### src/termination_params.svh
// Constants for the I/O bank termination control block.
// Assumes inclusion by bare name from every file that needs them.
`ifndef TERMINATION_PARAMS_SVH
`define TERMINATION_PARAMS_SVH

// Command byte values selecting each termination register.
`define TERM_EN0_OFS       8'h04
`define TERM_EN1_OFS       8'h05
`define TERM_DIR0_OFS      8'h06
`define TERM_DIR1_OFS      8'h07

// Field positions inside an enable register.
`define TERM_BUS_HOLD_BIT  0
`define TERM_PULL_ON_BIT   1

// Reset values.
`define TERM_EN_RST        8'h00
`define TERM_DIR_RST       8'hff

// Default 7-bit target address on the serial bus; the value is arbitrary.
`define TERM_DEV_ADDR      7'h20

// Serial bus bit count of one byte.
`define TERM_BYTE_BITS     4'h8

`endif

### src/termination_pkg.sv
// Types shared by the termination control block and its bank decoder.
// Assumes compilation ahead of every file that imports it.
`default_nettype none
package termination_pkg;

  // Serial target protocol phases.
  typedef enum logic [2:0] {
    st_idle,
    st_addr,
    st_cmd,
    st_write,
    st_read
  } link_state_e;

  // Termination actually applied to the eight pins of one bank.
  typedef struct packed {
    logic       bus_hold;
    logic [7:0] pull_up;
    logic [7:0] pull_down;
  } bank_term_s;

endpackage

`default_nettype wire

### src/bank_termination.sv
// Decodes one bank's enable and pull-direction registers into pin
// termination. Assumes both register values are on the same clock.
`timescale 1ns/1ps
`default_nettype none
`include "termination_params.svh"

module bank_termination (
  // Clock and reset
  input  wire logic                       clk,
  input  wire logic                       nrst,
  // Register contents
  input  wire logic [7:0]                 enable_reg,
  input  wire logic [7:0]                 direction_reg,
  // Applied termination
  output var  termination_pkg::bank_term_s term
);
  import termination_pkg::*;

  wire logic       hold_on;
  wire logic       pull_on;
  wire logic [7:0] pull_mask;
  bank_term_s      term_nxt;

  // Bus-hold overrides pulls; upper enable bits reach nothing here.
  assign hold_on   = enable_reg[`TERM_BUS_HOLD_BIT];
  assign pull_on   = ~hold_on & enable_reg[`TERM_PULL_ON_BIT];
  assign pull_mask = {8{pull_on}};

  // A stored direction only reaches the pins through the pull mask.
  assign term_nxt.bus_hold  = hold_on;
  assign term_nxt.pull_up   = direction_reg & pull_mask;
  assign term_nxt.pull_down = ~direction_reg & pull_mask;

  always_ff @(posedge clk or negedge nrst) begin
    if (!nrst) begin
      term <= '0;
    end else begin
      term <= term_nxt;
    end
  end

endmodule

`default_nettype wire

### src/io_bank_termination_control.sv
// Serial-bus target holding the termination registers of two 8-pin banks
// and driving the applied bus-hold and pull settings of every pin.
// Assumes scl and sda come from outside the clock domain and that the
// bus clock is slow enough for several clk cycles per bus phase.
//
// What this block does
// - Bank 0 enable bit 0 set turns bus-hold on for all bank 0 pins.
// - Bank 0 bus-hold on forces every bank 0 pull resistor off.
// - Bank 0 pull bit set, hold off: pins follow bank 0 direction bits.
// - Bank 0 pull bit clear: no pulls, bank 0 direction bits ignored.
// - Bank 1 enable bit 0 controls bank 1 bus-hold, disabling its pulls.
// - Bank 1 pull bit applies bank 1 directions only with hold off.
// - Bank 0 direction bit one selects pull-up, zero selects pull-down.
// - Direction writes under bus-hold are stored but change no pin.
// - Reset clears bus-hold and pull enable bits of both banks.
// - Reset sets every bank 0 direction bit, selecting pull-up.
// - Bank 1 direction bits pick pull-up or pull-down when pulls apply.
`timescale 1ns/1ps
`default_nettype none
`include "termination_params.svh"

module io_bank_termination_control #(
  parameter logic [6:0] DEV_ADDR = `TERM_DEV_ADDR
) (
  // Clock and reset
  input  wire logic                        clk,
  input  wire logic                        nrst,
  // Two-wire serial bus
  input  wire logic                        scl_in,
  input  wire logic                        sda_in,
  output logic                             sda_out,
  output logic                             sda_oe_n,
  // Applied termination
  output var  termination_pkg::bank_term_s bank0_term,
  output var  termination_pkg::bank_term_s bank1_term,
  // Register contents for observation
  output logic [7:0]                       bank0_pull_direction_reg,
  output logic [7:0]                       bank1_pull_direction_reg
);
  import termination_pkg::*;

  // Two-stage synchronisers, plus one more stage for edge detection.
  logic [1:0]  scl_sync_r;
  logic [1:0]  sda_sync_r;
  logic        scl_prev_r;
  logic        sda_prev_r;

  logic [7:0]  bank0_termination_enable_r;
  logic [7:0]  bank1_termination_enable_r;
  logic [7:0]  dir0_r;
  logic [7:0]  dir1_r;

  link_state_e state_r;
  logic [3:0]  bit_cnt_r;
  logic [7:0]  shift_r;
  logic [7:0]  ptr_r;
  logic        ack_phase_r;

  wire logic   scl_s;
  wire logic   sda_s;
  wire logic   scl_rise;
  wire logic   scl_fall;
  wire logic   start_seen;
  wire logic   stop_seen;
  wire logic   byte_done;
  wire logic   addr_match;
  wire logic   wr_strobe;
  wire logic   wr_en0;
  wire logic   wr_en1;
  wire logic   wr_dir0;
  wire logic   wr_dir1;
  wire logic [7:0] rd_data;
  wire logic [7:0] ptr_inc;

  assign scl_s      = scl_sync_r[1];
  assign sda_s      = sda_sync_r[1];
  assign scl_rise   = scl_s & ~scl_prev_r;
  assign scl_fall   = ~scl_s & scl_prev_r;
  assign start_seen = scl_s & scl_prev_r & sda_prev_r & ~sda_s;
  assign stop_seen  = scl_s & scl_prev_r & ~sda_prev_r & sda_s;
  assign byte_done  = scl_fall & ~ack_phase_r
                      & (bit_cnt_r == `TERM_BYTE_BITS);
  assign addr_match = (shift_r[7:1] == DEV_ADDR);
  assign ptr_inc    = ptr_r + 8'h01;

  // A data byte lands only after address and command were taken.
  assign wr_strobe  = byte_done & (state_r == st_write);
  assign wr_en0     = wr_strobe & (ptr_r == `TERM_EN0_OFS);
  assign wr_en1     = wr_strobe & (ptr_r == `TERM_EN1_OFS);
  assign wr_dir0    = wr_strobe & (ptr_r == `TERM_DIR0_OFS);
  assign wr_dir1    = wr_strobe & (ptr_r == `TERM_DIR1_OFS);

  // Command values outside the termination set read as zero.
  assign rd_data =
    (ptr_r == `TERM_EN0_OFS)  ? bank0_termination_enable_r :
    (ptr_r == `TERM_EN1_OFS)  ? bank1_termination_enable_r :
    (ptr_r == `TERM_DIR0_OFS) ? dir0_r :
    (ptr_r == `TERM_DIR1_OFS) ? dir1_r : 8'h00;

  assign sda_out                  = 1'b0;
  assign bank0_pull_direction_reg = dir0_r;
  assign bank1_pull_direction_reg = dir1_r;

  always_ff @(posedge clk or negedge nrst) begin
    if (!nrst) begin
      scl_sync_r <= 2'h3;
      sda_sync_r <= 2'h3;
      scl_prev_r <= 1'b1;
      sda_prev_r <= 1'b1;
    end else begin
      scl_sync_r <= {scl_sync_r[0], scl_in};
      sda_sync_r <= {sda_sync_r[0], sda_in};
      scl_prev_r <= scl_s;
      sda_prev_r <= sda_s;
    end
  end

  // The whole byte is stored, so unused upper bits read back as written.
  always_ff @(posedge clk or negedge nrst) begin
    if (!nrst) begin
      bank0_termination_enable_r <= `TERM_EN_RST;
      bank1_termination_enable_r <= `TERM_EN_RST;
      dir0_r                     <= `TERM_DIR_RST;
      dir1_r                     <= `TERM_DIR_RST;
    end else begin
      if (wr_en0) begin
        bank0_termination_enable_r <= shift_r;
      end
      if (wr_en1) begin
        bank1_termination_enable_r <= shift_r;
      end
      if (wr_dir0) begin
        dir0_r <= shift_r;
      end
      if (wr_dir1) begin
        dir1_r <= shift_r;
      end
    end
  end

  // Protocol engine. Start and stop win over any bit activity, so a
  // repeated start always restarts address collection.
  always_ff @(posedge clk or negedge nrst) begin
    if (!nrst) begin
      state_r     <= st_idle;
      bit_cnt_r   <= 4'h0;
      shift_r     <= 8'h00;
      ptr_r       <= 8'h00;
      ack_phase_r <= 1'b0;
      sda_oe_n    <= 1'b1;
    end else if (start_seen) begin
      state_r     <= st_addr;
      bit_cnt_r   <= 4'h0;
      ack_phase_r <= 1'b0;
      sda_oe_n    <= 1'b1;
    end else if (stop_seen) begin
      state_r     <= st_idle;
      ack_phase_r <= 1'b0;
      sda_oe_n    <= 1'b1;
    end else if (state_r != st_idle) begin
      if (scl_rise && !ack_phase_r) begin
        shift_r   <= {shift_r[6:0], sda_s};
        bit_cnt_r <= bit_cnt_r + 4'h1;
      end else if (scl_rise && state_r == st_read && sda_s) begin
        // The host declined more data; let go of the bus.
        state_r <= st_idle;
      end else if (byte_done) begin
        bit_cnt_r   <= 4'h0;
        ack_phase_r <= 1'b1;
        unique case (state_r)
          st_addr: begin
            if (addr_match) begin
              sda_oe_n <= 1'b0;
              state_r  <= shift_r[0] ? st_read : st_cmd;
            end else begin
              sda_oe_n <= 1'b1;
              state_r  <= st_idle;
            end
          end
          st_cmd: begin
            ptr_r    <= shift_r;
            sda_oe_n <= 1'b0;
            state_r  <= st_write;
          end
          st_write: begin
            ptr_r    <= ptr_inc;
            sda_oe_n <= 1'b0;
          end
          st_read: begin
            sda_oe_n <= 1'b1;
          end
          st_idle: begin
            sda_oe_n <= 1'b1;
          end
        endcase
      end else if (scl_fall && ack_phase_r) begin
        ack_phase_r <= 1'b0;
        if (state_r == st_read) begin
          shift_r  <= rd_data;
          sda_oe_n <= rd_data[7];
          ptr_r    <= ptr_inc;
        end else begin
          sda_oe_n <= 1'b1;
        end
      end else if (scl_fall && state_r == st_read) begin
        sda_oe_n <= shift_r[7];
      end
    end
  end

  // One decoder per bank keeps the override order identical for both.
  bank_termination u_bank0 (
    .clk           (clk),
    .nrst          (nrst),
    .enable_reg    (bank0_termination_enable_r),
    .direction_reg (dir0_r),
    .term          (bank0_term)
  );

  bank_termination u_bank1 (
    .clk           (clk),
    .nrst          (nrst),
    .enable_reg    (bank1_termination_enable_r),
    .direction_reg (dir1_r),
    .term          (bank1_term)
  );

endmodule

`default_nettype wire

### config.mk
export PLATFORM = sky130hd
export DESIGN_NAME = io_bank_termination_control
export DESIGN_NICKNAME = d
export VERILOG_FILES = /design/src/termination_pkg.sv /design/src/bank_termination.sv /design/src/io_bank_termination_control.sv
export VERILOG_INCLUDE_DIRS = /design/src
export SDC_FILE = /design/constraint.sdc
export NUM_CORES = 1
export LEC_CHECK = 0
export ABC_AREA = 1
export BUFFER_PORTS_ARGS = -buffer_cell sky130_fd_sc_hd__buf_4
export CAP_MARGIN = 10
export CORE_MARGIN = 2
export CORE_UTILIZATION = 55
export CTS_BUF_LIST = sky130_fd_sc_hd__clkbuf_8 sky130_fd_sc_hd__clkbuf_16
export CTS_CLUSTER_DIAMETER = 50
export DETAILED_ROUTE_END_ITERATION = 8
export PLACE_DENSITY = 0.75
export SYNTH_ARGS = -nofsm -noshare
export SYNTH_HDL_FRONTEND = slang
export SYNTH_SLANG_ARGS = --single-unit
### constraint.sdc
create_clock -name clk -period 4.8 [get_ports clk]
set_input_delay 0.24 -clock clk [delete_from_list [all_inputs] [get_ports clk]]
set_output_delay 0.24 -clock clk [all_outputs]
set_load 0.01 [all_outputs]
==> results.md, run 1 <==
- The die covers 8740 um^2.
- The cell area that synthesis handed to floorplanning was 4410 um^2.
- The effective utilization at floorplan is 0.570.
- The max capacitance violation total is 0.
- Global routing finished with a remaining overflow of 0.
- Yosys printed 0 warnings.
- The net count of the mapped netlist is 501.
- The first detailed-routing pass ran for 5 iterations.
- Clock tree synthesis inserted a total of 9 buffers.
- CTS placed an instance of clkbuf_8 at the clock tree root.
- The logic depth of the worst register-to-register path is 12.
- Relative to the synthesized area, the layout overhead comes to 15.3%.
- STA classifies the critical path startpoint as a flip-flop.
- The final standard cell count with taps included and fillers excluded is 655.
- The per-instance average area after synthesis is 8.97 um^2.
- The worst-case IR drop observed on VDD is 0.234 mV.
- The library cells used most frequently in the layout, excluding fill and tap cells, are nand2_1 (103), dfrtp_1 (74), inv_1 (56).
- The footprint of the multi-input gates is 1630 um^2.
- Across all register-to-register paths, the minimum setup slack is 2830 ps.
- The most common flop cell mapped by yosys is dfrtp_1.
- The flow ran to the end, and the final reports show no timing, DRC or antenna violations.
- The total negative setup slack is 0 ps.
- Entering global routing, the biggest net connects 53 pins.
- Setup repair after global routing left no endpoint under its margin.
- The wire length per cell after detailed routing is 14.4 um.
- From bottom edge to top edge, the die measures 93.5 um.
- Once detailed placement completed, the half-perimeter wirelength came to 6.78 mm.
- The global-route usage over all layers is 0.229.
- The static leakage power is 2.47 nW.
- The total via count in the routed design is 3450.
- The final setup violation count is 0.
- Summing all flip-flop and latch instances after layout gives 2460 um^2.
- No sink is reached through more buffers than the 2 on the longest clock path.
- The share of total power dissipated in combinational logic is 0.051.
- Post-CTS timing repair inserted 0 buffers for setup.
- The sequential fraction of the synthesis area is 0.558.
- The category of the worst setup path capture point is a flip-flop.
- Following the worst setup path forward leads to its endpoint at sda_oe_n$_DFFE_PN1P_.
- The fraction of synthesized cell area taken by the top area cell type is 0.420.
- 0 antenna diodes ended up in the layout.
- The final critical-path required period is 1970 ps.
- The share of total power dissipated in the clock network is 0.363.
- The number of antenna violations at the first check in global routing is 0.
- Once routing completed, OpenROAD measured the worst setup slack at 2830 ps.
- Counting flops with a built-in enable in the synthesized netlist gives 0.
- At the worst endpoint, the required time is 5100 ps.
- Tracing the worst setup path back leads to its startpoint at ptr_r[0]$_DFFE_PN0P_.
- Leaving out fill and tap cells, the most frequent cell in the layout is nand2_1.
- The first global-routing pass estimated 15.4 mm of wire.
- The number of clock sinks is 97.
- The tightest min-delay check is of the flip-flop to flip-flop type.
- The total power density per cell area is 283 nW/um^2.
- In this run the power spent charging and discharging nets is 367 uW.
- The share of synthesized flip-flops with an asynchronous set or reset is 1.00.
- The CTS tree is done.
- In this run the critical register-to-register path is launched from ptr_r[0]$_DFFE_PN0P_.
- The number of global-route vias before repair was 3131.
- Of the cells placed in the final design, the portion with a size suffix greater than 1 is 0.222.
- The core outline area is 7730 um^2.
- The placement row count is 32.
- For the pin with the worst max-slew slack, the measured transition is 627 ps.
- The count of nets left with antenna violations once routing finished came out at 0.
- The synthesized netlist contains 39 unique library cells.
- The clock-pin slew reported for the worst setup and hold paths after clock tree synthesis is 100 ps.
- The power share of the sequential group is 0.587.
- In the final layout, the registers with the most flip-flops are u_bank0.term x17, u_bank1.term x17.
- Counting every instance in the synthesized netlist gives 491.
- Measured against its own limit, the worst slew margin works out to 0.582.
- The number of hold buffers added after CTS was 3.
- The number of hold violations in the final report is 0.
- The arrival time of data at the critical path endpoint is 2270 ps.
- The final worst clock skew is 13.0 ps.
- The H-tree was split into 3 levels.
- The layout net count is 558.
- Summed over all instances, the cell type with the most area after synthesis is dfrtp_1.
- In the finished design, the share of the clock period the worst path needs comes to 0.411.
- The layout has 630 filler cells.
- The minimum hold slack is 363 ps.
- The flop and latch count out of synthesis is 97.
- The path type of the worst setup path is flip-flop to flip-flop.
- The quantity of I/O buffers inserted on ports is 54.
- The horizontal die dimension is 93.5 um.
- The highest clock rate is 507 MHz.
- Of the total power, the share spent switching nets is 0.256.
- The routed design has 9.44 mm of wire.
- The cell total after placement is 636.
- The count of pins over their slew limit is 0.
- Gates resized during post-CTS repair numbered 0.
- The internal power summed over all cells is 1.07 mW.
- Pin placement for this block handled 56 I/O pins.
- After detailed routing, the number of remaining DRC violations is 0.
- In this run the worst path has a maximum fanout of 8.
- In the post-synthesis netlist, the biggest area contributors are dfrtp_1 (42%), dfstp_2 (14%), nand2_1 (8.8%).
- The first routing iteration left 230 violations.
- The endpoint of the worst register-to-register path is sda_oe_n$_DFFE_PN1P_.
- In the routed layout, each cell is associated on average with a via count of 5.27.
- The placer congestion estimate is 0.979.
- The clock insertion delay at the later pin of the skew report is 370 ps.
- The post-placement worst setup slack is 2850 ps.
==> layout make-up <==
type | instances | area share
Clock buffer | 10 | 0.0271
Timing Repair Buffer | 58 | 0.0872
Tap cell | 102 | 0.0251
Clock inverter | 6 | 0.0113
Sequential cell | 97 | 0.484
Multi-Input combinational cell | 321 | 0.320
Inverter | 61 | 0.0451
==> cells in the mapped netlist, drive strengths merged, types with 3 or more instances <==
cell type,count
ha,6
nand3,24
nand2,110
dfstp,23
buf,10
o211ai,3
dfrtp,74
a21oi,22
inv,60
nor3,3
a31oi,4
o21ai,70
xor2,4
nor2,61
==> per-stage QoR <==
step / total power, mW / util / instance area (um^2)
after floorplan: 0.891 / - / 4410
after global placement: 0.926 / 0.628 / 4850
after detailed placement: 0.928 / 0.628 / 4850
after CTS: 1.44 / 0.657 / 5080
after global routing: 1.49 / 0.657 / 5080
final: 1.44 / 0.657 / 5080
==> power by group through the flow <==
| stage | Clock [mW] | Combinational (mW) | Sequential, mW |
|---|---|---|---|
| after detailed placement | 0 | 0.0713 | 0.857 |
| after floorplan | 0 | 0.0345 | 0.856 |
| after global routing | 0.568 | 0.0820 | 0.843 |
| final | 0.521 | 0.0727 | 0.842 |
| after CTS | 0.529 | 0.0736 | 0.842 |
| after global placement | 0 | 0.0694 | 0.856 |
==> cells by family (layout without fill, tap and decap cells) <==
kind of cell             Yosys count  in the layout  synth area share
buffers and inverters             73            135            0.0733
adder cells (fa/ha/maj)            6              6            0.0170
AO/OA/AOI/OAI                    103            103             0.130
other                              1              1          0.000851
flip-flops                        97             97             0.558
XOR/XNOR                           5              5           0.00994
AND/OR/NAND/NOR                  206            206             0.212
==> critical path, stage by stage (launching register included) <==
cell,delay (ps)
dfrtp_1,430
inv_1,160
ha_1,180
nand3_2,210
nor2_4,250
inv_1,130
nand2_1,90
nand2_1,50
nand2_1,100
nand2_1,60
nand2_1,60
nand2_1,50
a21oi_1,130
==> per-layer routing <==
| layer | share of wire | vias to the layer above | track usage |
|---|---|---|---|
| li1 | - | 1690 | - |
| met1 | 0.44 | 1600 | 0.302 |
| met2 | 0.49 | 133 | 0.383 |
| met3 | 0.050 | 27 | 0.0322 |
| met4 | 0.026 | 0 | 0.0956 |
| met5 | 0 | - | 0 |
==> worst min path at each step <==
stage	start	end	cells after the start
floorplan	nrst	ack_phase_r$_DFFE_PN0P_	0
global placement	nrst	u_bank1.term[9]$_DFF_PN0_	1
detailed placement	nrst	u_bank1.term[9]$_DFF_PN0_	1
CTS	sda_sync_r[0]$_DFF_PN1_	sda_sync_r[1]$_DFF_PN1_	0
global route	scl_sync_r[0]$_DFF_PN1_	scl_sync_r[1]$_DFF_PN1_	0
finish	scl_sync_r[0]$_DFF_PN1_	scl_sync_r[1]$_DFF_PN1_	0
No activity file was read; power rests on OpenSTA's default activity.
==> run 2: changes to the inputs <==
CORE_UTILIZATION = 52   (was 55)
clock period = 1.7 ns   (was 4.8 ns; I/O delays follow)
==> run 2 against run 1 <==
  * The flow now finishes with violations (setup timing)
  * Highest routed layer unchanged
  * Final cell count grew 7.9%
  * Sequential cell count is the same
  * Critical path type unchanged
  * Critical path depth shrank 3
  * Die area grew 5.5%
  * Register-to-register slack lost 2900 ps
==> results.md, run 2 (synthesis gave the netlist of run 1 again) <==
- The placement row count came to 33 (+3.1%).
- The maximum resistive drop on vdd is 0.565 mV (+140%).
- The number of clock sinks is 97 (unchanged).
- The placer congestion estimate came to 0.905 (-7.6%).
- The final worst setup slack is -38.6 ps (-2870 ps).
- The number of filler instances in the final layout is 577 (-8.4%).
- The signal on the critical path passes through inv_2 -> ha_1 -> nand3_2 -> nor2_4 -> inv_4 -> o211ai_1 -> nand2_1 -> nand2_1 -> o21ai_0.
- The final reports fail on setup timing.
- The footprint of the multi-input gates came to 2020 um^2 (+24%).
- The initial detailed-routing violation count is 243 (+5.7%).
- The delay of the slowest cell on the worst path was 460 ps (+30 ps).
- Broken down by cell family, the worst path's largest delay share belongs to simple AND/OR/NAND/NOR gates.
- The category of the worst setup path capture point is a flip-flop.
- The internal power summed over all cells came to 3.20 mW (+200%).
- The power share of the combinational group is 0.072 (+0.021).
- The buffer and inverter count on the worst path is 2 (unchanged).
- The H-tree depth reported by CTS came to 3 (unchanged).
- The number of DRC violations after detailed routing was 0 (unchanged).
- The number of diodes added for antenna fixing is 0 (unchanged).
- The effective utilization at floorplan came to 0.536 (-0.0339).
- The total power density per cell area is 724 nW/um^2 (+160%).
- The power share of the clock group is 0.376 (+0.013).
- The number of global-route vias before repair came to 3573 (+14%).
- The tree is rooted in a clkbuf_8.
- The relative slew slack came to 0.626 (+0.0437).
- By startpoint and endpoint, the worst setup path is classified as flip-flop to flip-flop.
- The placed wire-length estimate is 7.07 mm (+4.3%).
- The horizontal die dimension is 96.0 um (+2.7%).
- The proportion of total power due to net switching is 0.257 (+0.00144).
- The total routed wirelength is 11.0 mm (+16%).
- The layout cell share with drive strength beyond 1 is 0.420 (+0.198).
- The required time of the worst setup path is 1940 ps (-3160 ps).
- The most common cell after layout, fill and taps aside is buf_4.
- The quantity of I/O buffers inserted on ports was 54 (unchanged).
- The area growth from synthesis to layout is 35.0%.
- The final worst clock skew came to 14.1 ps (+1.10 ps).
- STA classifies the critical path startpoint as a flip-flop.
- The power share of the sequential group is 0.552 (-0.035).
- The layout net count is 607 (+8.8%).
- The path type of the worst min-delay path is primary input to asynchronous set/reset pin.
- The global-route usage over all layers is 0.240 (+0.0104).
- The library cells used most frequently in the layout, excluding fill and tap cells, are buf_4 (88), dfrtp_1 (71), nand2_1 (70).
- The cell total after placement came to 672 (+5.7%).
- The overflow left after global routing is 0 (unchanged).
- The highest clock rate is 575 MHz (+13%).
- The maximum net fanout on the critical path was 9 (+1).
- The total clock buffers created by CTS is 9 (unchanged).
- The number of primary I/O pins is 56 (unchanged).
- The clock insertion delay at the later pin of the skew report is 380 ps (about the same).
- The net switching power figure is 1.11 mW (+200%).
- TritonCTS built the clock tree.
- The wire length of the first global-routing pass was 16.7 mm (+8.6%).
- The number of detailed-route iterations in the first pass is 5 (unchanged).
- The run finished, with violations left.
- The average vias per placed instance was 5.40 (+2.6%).
- The max capacitance violation total was 0 (unchanged).
- The final setup violation count was 10 (+10).
- The height of the chip is 96.0 um (+2.7%).
- The final design utilization is 0.724 (+0.0669).
- The largest registers in the layout are u_bank0.term x17, u_bank1.term x17.
- The largest net degree at the start of global routing came to 37 (-30%).
- The final standard cell count with taps included and fillers excluded was 707 (+7.9%).
- The transition time at the pin with the least slew margin is 560 ps (-66.9 ps).
- The internal reg-to-reg setup slack came to -40 ps (-2870 ps).
- The ratio of final minimum period to clock period is 1.02 (+0.612).
- The number of antenna violations at the first check in global routing is 0 (unchanged).
- The arrival time of data at the critical path endpoint is 1980 ps (-290 ps).
- For this design, the slowest cell found on the critical path is dfrtp_2.
- The wire length per cell after detailed routing came to 15.5 um (+7.4%).
- The cell that appears most often on the critical path is nand2_1.
- The count of nets left with antenna violations after detail routing is 0 (unchanged).
- The worst-case clock buffer depth came to 2 (unchanged).
- The number of hold violations in the final report came to 0 (unchanged).
- The static leakage power is 2.75 nW (+11%).
- The area enclosed by the die boundary is 9220 um^2 (+5.5%).
- The minimum hold slack is 180 ps (-184 ps).
- The sequential cell area is 2460 um^2 (+0.15%).
- The count of pins over their slew limit came to 0 (unchanged).
- The core outline area came to 8220 um^2 (+6.3%).
- Setup repair after global routing could not meet its margin everywhere.
- The clock-pin slew reported for the worst setup and hold paths after clock tree synthesis is 110 ps (about the same).
- The total via count in the routed design came to 3820 (+11%).
- The final critical-path required period is 1740 ps (-232 ps).
==> run 2: cell count changes in the layout (fill, tap and decap cells not counted), sizes merged <==
cell,delta
buf,+46
bufinv,+1
clkbuf,-1
clkinv,-1
clkinvlp,+1
nand2,+3
==> run 2: per-layer routing <==
metal | part of all wire | global-route usage
met1 | 0.39 | 0.296
met2 | 0.52 | 0.411
met3 | 0.056 | 0.0345
met4 | 0.038 | 0.119
met5 | 0 | 0
==> run 2: timing repair <==
| action | in CTS | in global routing |
|---|---|---|
| pin swaps | 12 | 19 |
| endpoints found under the hold margin | 35 | 0 |
| gates cloned | 2 | 1 |
| resized for setup | 50 | 95 |
| buffers inserted | 6 | 8 |
| hold buffers | 3 | 0 |
| setup endpoints to repair | 51 | 56 |
==> run 2: path summary, 6_finish.rpt <==
check,cells past startpoint,to,startpoint
max,9,shift_r[3]$_DFFE_PN0P_,ptr_r[1]$_DFFE_PN0P_
min,2,u_bank1.term[2]$_DFF_PN0_,nrst
max reg2reg,9,shift_r[3]$_DFFE_PN0P_,ptr_r[1]$_DFFE_PN0P_
min reg2reg,0,sda_sync_r[1]$_DFF_PN1_,sda_sync_r[0]$_DFF_PN1_
max in group asynchronous,3,bank0_pull_direction_reg[6]$_DFFE_PN1P_,nrst
min in group clk,2,sda_sync_r[0]$_DFF_PN1_,sda_in
==> run 2: worst reg2reg max path: cells and delay by family (launching register included) <==
family / cells / cell delay, ps
simple gates: 4 / 520
buf+inv: 2 / 190
fa+ha+maj: 1 / 170
flops: 1 / 460
compound gates: 2 / 270
==> run 2: final cells by class <==
| class | instances | area share |
|---|---|---|
| flip-flops and latches | 97 | 0.414 |
| clock inverters | 7 | 0.0162 |
| repair buffers | 104 | 0.147 |
| inverters | 61 | 0.0398 |
| multi-input cells | 324 | 0.340 |
| clock buffers | 9 | 0.0208 |
| well taps | 105 | 0.0221 |
==> run 2: power by group through the flow <==
| stage | Combinational [mW] | Sequential, mW | Clock (mW) |
|---|---|---|---|
| global placement | 0.239 | 2.42 | 0 |
| global route | 0.340 | 2.38 | 1.75 |
| detailed placement | 0.245 | 2.42 | 0 |
| floorplan | 0.0973 | 2.42 | 0 |
| CTS | 0.279 | 2.38 | 1.65 |
| finish | 0.309 | 2.38 | 1.62 |
==> run 2: metrics by stage <==
| step | TNS, ps | cell area [um^2] | total power, mW | setup slack, ps |
|---|---|---|---|---|
| 2_1_floorplan | 0 | 4410 | 2.51 | 44.2 |
| 3_3_place_gp | 0 | 5150 | 2.66 | 22.7 |
| 3_5_place_dp | -813 | 5150 | 2.66 | -73.7 |
| 4_1_cts | -876 | 5590 | 4.31 | -61.0 |
| 5_1_grt | -3540 | 5950 | 4.48 | -129 |
| 6_report | -162 | 5950 | 4.31 | -38.6 |
==> run 3: changes to the inputs <==
PLACE_DENSITY = unset   (was 0.75)
PLACE_DENSITY_LB_ADDON = 0.08   (was unset)
SYNTH_HIERARCHICAL = 1   (was unset)
==> run 3 against run 2 <==
  * Total power down 1.1%
  * Final cell count down 2.1%
  * Core utilization decreased by 5.4 points
  * Register-to-register slack gained 100 ps
  * Die area up 1.7%
  * The flow now finishes without violations
  * Critical path depth is 1 lower
  * Clock-buffer cell count did not move
  * Setup slack gained 100 ps
  * Global-route usage down 2.4 points
  * Maximum frequency rose by 6.3%
  * Sequential share of layout area increased by 2.9 points
  * Largest cell class unchanged
==> results.md, run 3 <==
- The total power is 4.26 mW (-1.1%).
- The worst-case clock buffer depth is 2 (unchanged).
- TritonCTS built the clock tree.
- The H-tree depth reported by CTS is 3 (unchanged).
- The flop and latch count out of synthesis is 97 (unchanged).
- The required time of the worst setup path is 1980 ps (+40 ps).
- The total routed wirelength is 10.1 mm (-7.6%).
- The clock tree root driver cell is clkbuf_8.
- The maximum net fanout on the critical path is 8 (-1).
- The cell area after placement was 5070 um^2 (-1.6%).
- The wire length of the first global-routing pass is 16.1 mm (-3.8%).
- The cell type contributing the most total cell area after synthesis is dfrtp_1.
- The path type of the worst min-delay path is primary input to asynchronous set/reset pin.
- In the final layout, the registers with the most flip-flops are u_bank0/term x17, u_bank1/term x17.
- The number of DRC violations after detailed routing is 0 (unchanged).
- The number of filler instances in the final layout was 692 (+20%).
- The area of the mapped netlist is 4480 um^2 (+1.7%).
- The clock-pin slew reported for the worst setup and hold paths after clock tree synthesis is 100 ps (about the same).
- The number of global-route vias before repair is 3211 (-10%).
- The global-route usage over all layers is 0.216 (-0.0239).
- The per-instance average area after synthesis is 9.04 um^2 (+0.71%).
- The slowest cell on the critical path is dfrtp_1.
- The instance count of the mapped netlist is 496 (+1.0%).
- The number of primary I/O pins was 56 (unchanged).
- The number of detailed-route iterations in the first pass is 4 (-1).
- The count of pins over their slew limit is 0 (unchanged).
- The flow ran to the end, and the final reports show no timing, DRC or antenna violations.
- The library cell used most frequently in the layout, excluding fill and tap cells, is nand2_1.
- The maximum resistive drop on vdd is 0.372 mV (-34%).
- The most frequently used cell type in the post-synthesis netlist is nand2_1.
- The overflow left after global routing is 0 (unchanged).
- Yosys attributes the largest share of cell area to dfrtp_1 (41%), dfstp_2 (13%), nand2_1 (9.0%).
- The number of antenna violations at the first check in global routing is 0 (unchanged).
- The category of the worst setup path capture point is a flip-flop.
- The effective utilization at floorplan is 0.540 (+0.00386).
- The internal reg-to-reg setup slack is 60 ps (+100 ps).
- The worst register-to-register path ends at bank1_termination_enable_r[5]$_DFFE_PN0P_.
- In the layout the commonest cells are nand2_1 (104), buf_4 (78), dfrtp_1 (72).
- The count of nets left with antenna violations after detail routing is 0 (unchanged).
- The path type of the worst setup path is flip-flop to flip-flop.
- The number of warnings issued by yosys was 6 (+6).
- The max capacitance violation total is 0 (unchanged).
- The arrival time of data at the critical path endpoint was 1920 ps (-60 ps).
- The highest clock rate is 612 MHz (+6.3%).
- The total power density per cell area is 766 nW/um^2 (+5.8%).
- The height of the chip came to 96.8 um (+0.82%).
- The total clock buffers created by CTS came to 9 (unchanged).
- The core outline area is 8300 um^2 (+1.0%).
- The largest net degree at the start of global routing is 37 (unchanged).
- The quantity of I/O buffers inserted on ports is 54 (unchanged).
- The static leakage power is 2.66 nW (-3.2%).
- The placement row count is 33 (unchanged).
- The number of diodes added for antenna fixing came to 0 (unchanged).
- The area growth from synthesis to layout is 24.1%.
- The sequential fraction of the synthesis area was 0.548 (-0.00949).
- The worst register-to-register path begins at bit_cnt_r[1]$_DFFE_PN0P_.
- The ratio of final minimum period to clock period is 0.962 (-0.0608).
- The area enclosed by the die boundary is 9380 um^2 (+1.7%).
- The initial detailed-routing violation count came to 162 (-33%).
- The minimum hold slack is 195 ps (+14.8 ps).
- The placer congestion estimate is 0.957 (+5.7%).
- The number of flops mapped to enable cells by yosys is 0 (unchanged).
- The layout net count was 592 (-2.5%).
- The sequential cell area came to 2460 um^2 (about the same).
- The final setup violation count was 0 (-10).
- The dominant delay contributor by cell family on the critical path is simple AND/OR/NAND/NOR gates.
- The buffer and inverter count on the worst path is 2 (unchanged).
- Counting instances in the post-synthesis netlist gives the leading cell types as nand2_1 (108), dfrtp_1 (74), o21ai_0 (50).
- The layout cell share with drive strength beyond 1 came to 0.348 (-0.0727).
- The footprint of the multi-input gates came to 1820 um^2 (-10%).
- The number of hold violations in the final report is 0 (unchanged).
- The final critical-path required period is 1640 ps (-103 ps).
- The total via count in the routed design was 3558 (-6.9%).
- The logic depth of the worst register-to-register path is 8 (-1).
- The average vias per placed instance came to 5.14 (-4.8%).
- The total negative setup slack is 0 ps (+162 ps).
- The final worst clock skew is 16.0 ps (+1.92 ps).
- The post-synthesis cell type count is 36 (-7.7%).
- Traced cell by cell, the critical path runs through inv_2 -> ha_2 -> nand3_2 -> nand3b_4 -> nor2_4 -> buf_12 -> nand2_2 -> o21ai_0.
- The fraction of synthesized cell area taken by the top area cell type came to 0.413 (-0.00716).
- The horizontal die dimension is 96.8 um (+0.82%).
- The wire length per cell after detailed routing was 14.6 um (-5.5%).
- The net count of the mapped netlist was 506 (+1.0%).
- The placed wire-length estimate is 7.12 mm (+0.64%).
- The area of all placed cells without fillers is 5560 um^2 (-6.5%).
- The worst setup path is launched from a flip-flop.
- The final design utilization is 0.670 (-0.0539).
- The number of clock sinks came to 97 (unchanged).
- The delay of the slowest cell on the worst path is 400 ps (-60 ps).
- The clock insertion delay at the later pin of the skew report is 370 ps (about the same).
- For this run, the leading register cell type out of synthesis is dfrtp_1.
- The share of synthesized flip-flops with an asynchronous set or reset is 1.00 (unchanged).
-- run 3: logic make-up (layout without fill, tap and decap cells) --
family	count (synthesis)	after routing	synth area share
AND/OR/NAND/NOR	226	227	0.240
flip-flops	97	97	0.548
AO/OA/AOI/OAI	92	92	0.114
buffers and inverters	71	161	0.0743
adder cells (fa/ha/maj)	6	6	0.0167
XOR/XNOR	3	3	0.00586
other	1	1	0.000837
-- run 3: layer usage --
layer  global-route usage  up-vias  part of all wire
met3               0.0419       20             0.059
met2                0.354      122              0.49
met5                    0        -                 0
met1                0.292     1661              0.43
met4               0.0693        0             0.023
li1                     -     1755                 -
-- run 3: area by class of cell --
class	count	share of cell area
clock inverter	7	0.0126
inverter	58	0.0410
tap	105	0.0236
timing repair buffer	87	0.132
multi-input combinational	329	0.327
sequential	97	0.442
clock buffer	9	0.0223
-- run 3: through the flow --
| step | setup WS [ps] | std cells |
|---|---|---|
| 2_1_floorplan | 162 | 496 |
| 3_3_place_gp | 66.2 | 659 |
| 3_5_place_dp | 23.4 | 659 |
| 4_1_cts | 5.39 | 678 |
| 5_1_grt | -20.5 | 692 |
| 6_report | 64.8 | 692 |
-- run 3: report_power, final --
group	total (mW)	switching [mW]	leakage (nW)	internal, mW
clock	1.50	0.827	0.0931	0.677
combinational	0.334	0.218	1.30	0.116
sequential	2.42	0.0493	1.27	2.37
total	4.26	1.09	2.66	3.17
-- run 3: worst max path at each step --
stage | from | end | slack, ps | cells past startpoint
after floorplan | bit_cnt_r[0]$_DFFE_PN0P_ | ptr_r[1]$_DFFE_PN0P_ | 160 | 9
after global placement | bit_cnt_r[1]$_DFFE_PN0P_ | bank0_termination_enable_r[4]$_DFFE_PN0P_ | 70 | 8
after detailed placement | bit_cnt_r[1]$_DFFE_PN0P_ | bank0_termination_enable_r[7]$_DFFE_PN0P_ | 20 | 7
after CTS | bit_cnt_r[1]$_DFFE_PN0P_ | bank0_pull_direction_reg[3]$_DFFE_PN1P_ | 5 | 7
after global routing | ptr_r[0]$_DFFE_PN0P_ | shift_r[4]$_DFFE_PN0P_ | -20 | 10
final | bit_cnt_r[1]$_DFFE_PN0P_ | bank1_termination_enable_r[5]$_DFFE_PN0P_ | 60 | 8
-- run 3: what timing repair did --
item                       CTS  global route
hold buffers                 3             0
hold endpoints to repair    30             0
setup endpoints to repair    0            52
setup buffers                0            12
gates resized for setup      0            43
-- run 3: worst register-to-register path, delay by kind of cell, from the launching register on --
| kind | cells | cell delay [ps] |
|---|---|---|
| buffers and inverters | 2 | 220 |
| AO/OA/AOI/OAI | 1 | 190 |
| adder cells (fa/ha/maj) | 1 | 160 |
| flip-flops | 1 | 400 |
| AND/OR/NAND/NOR | 4 | 570 |
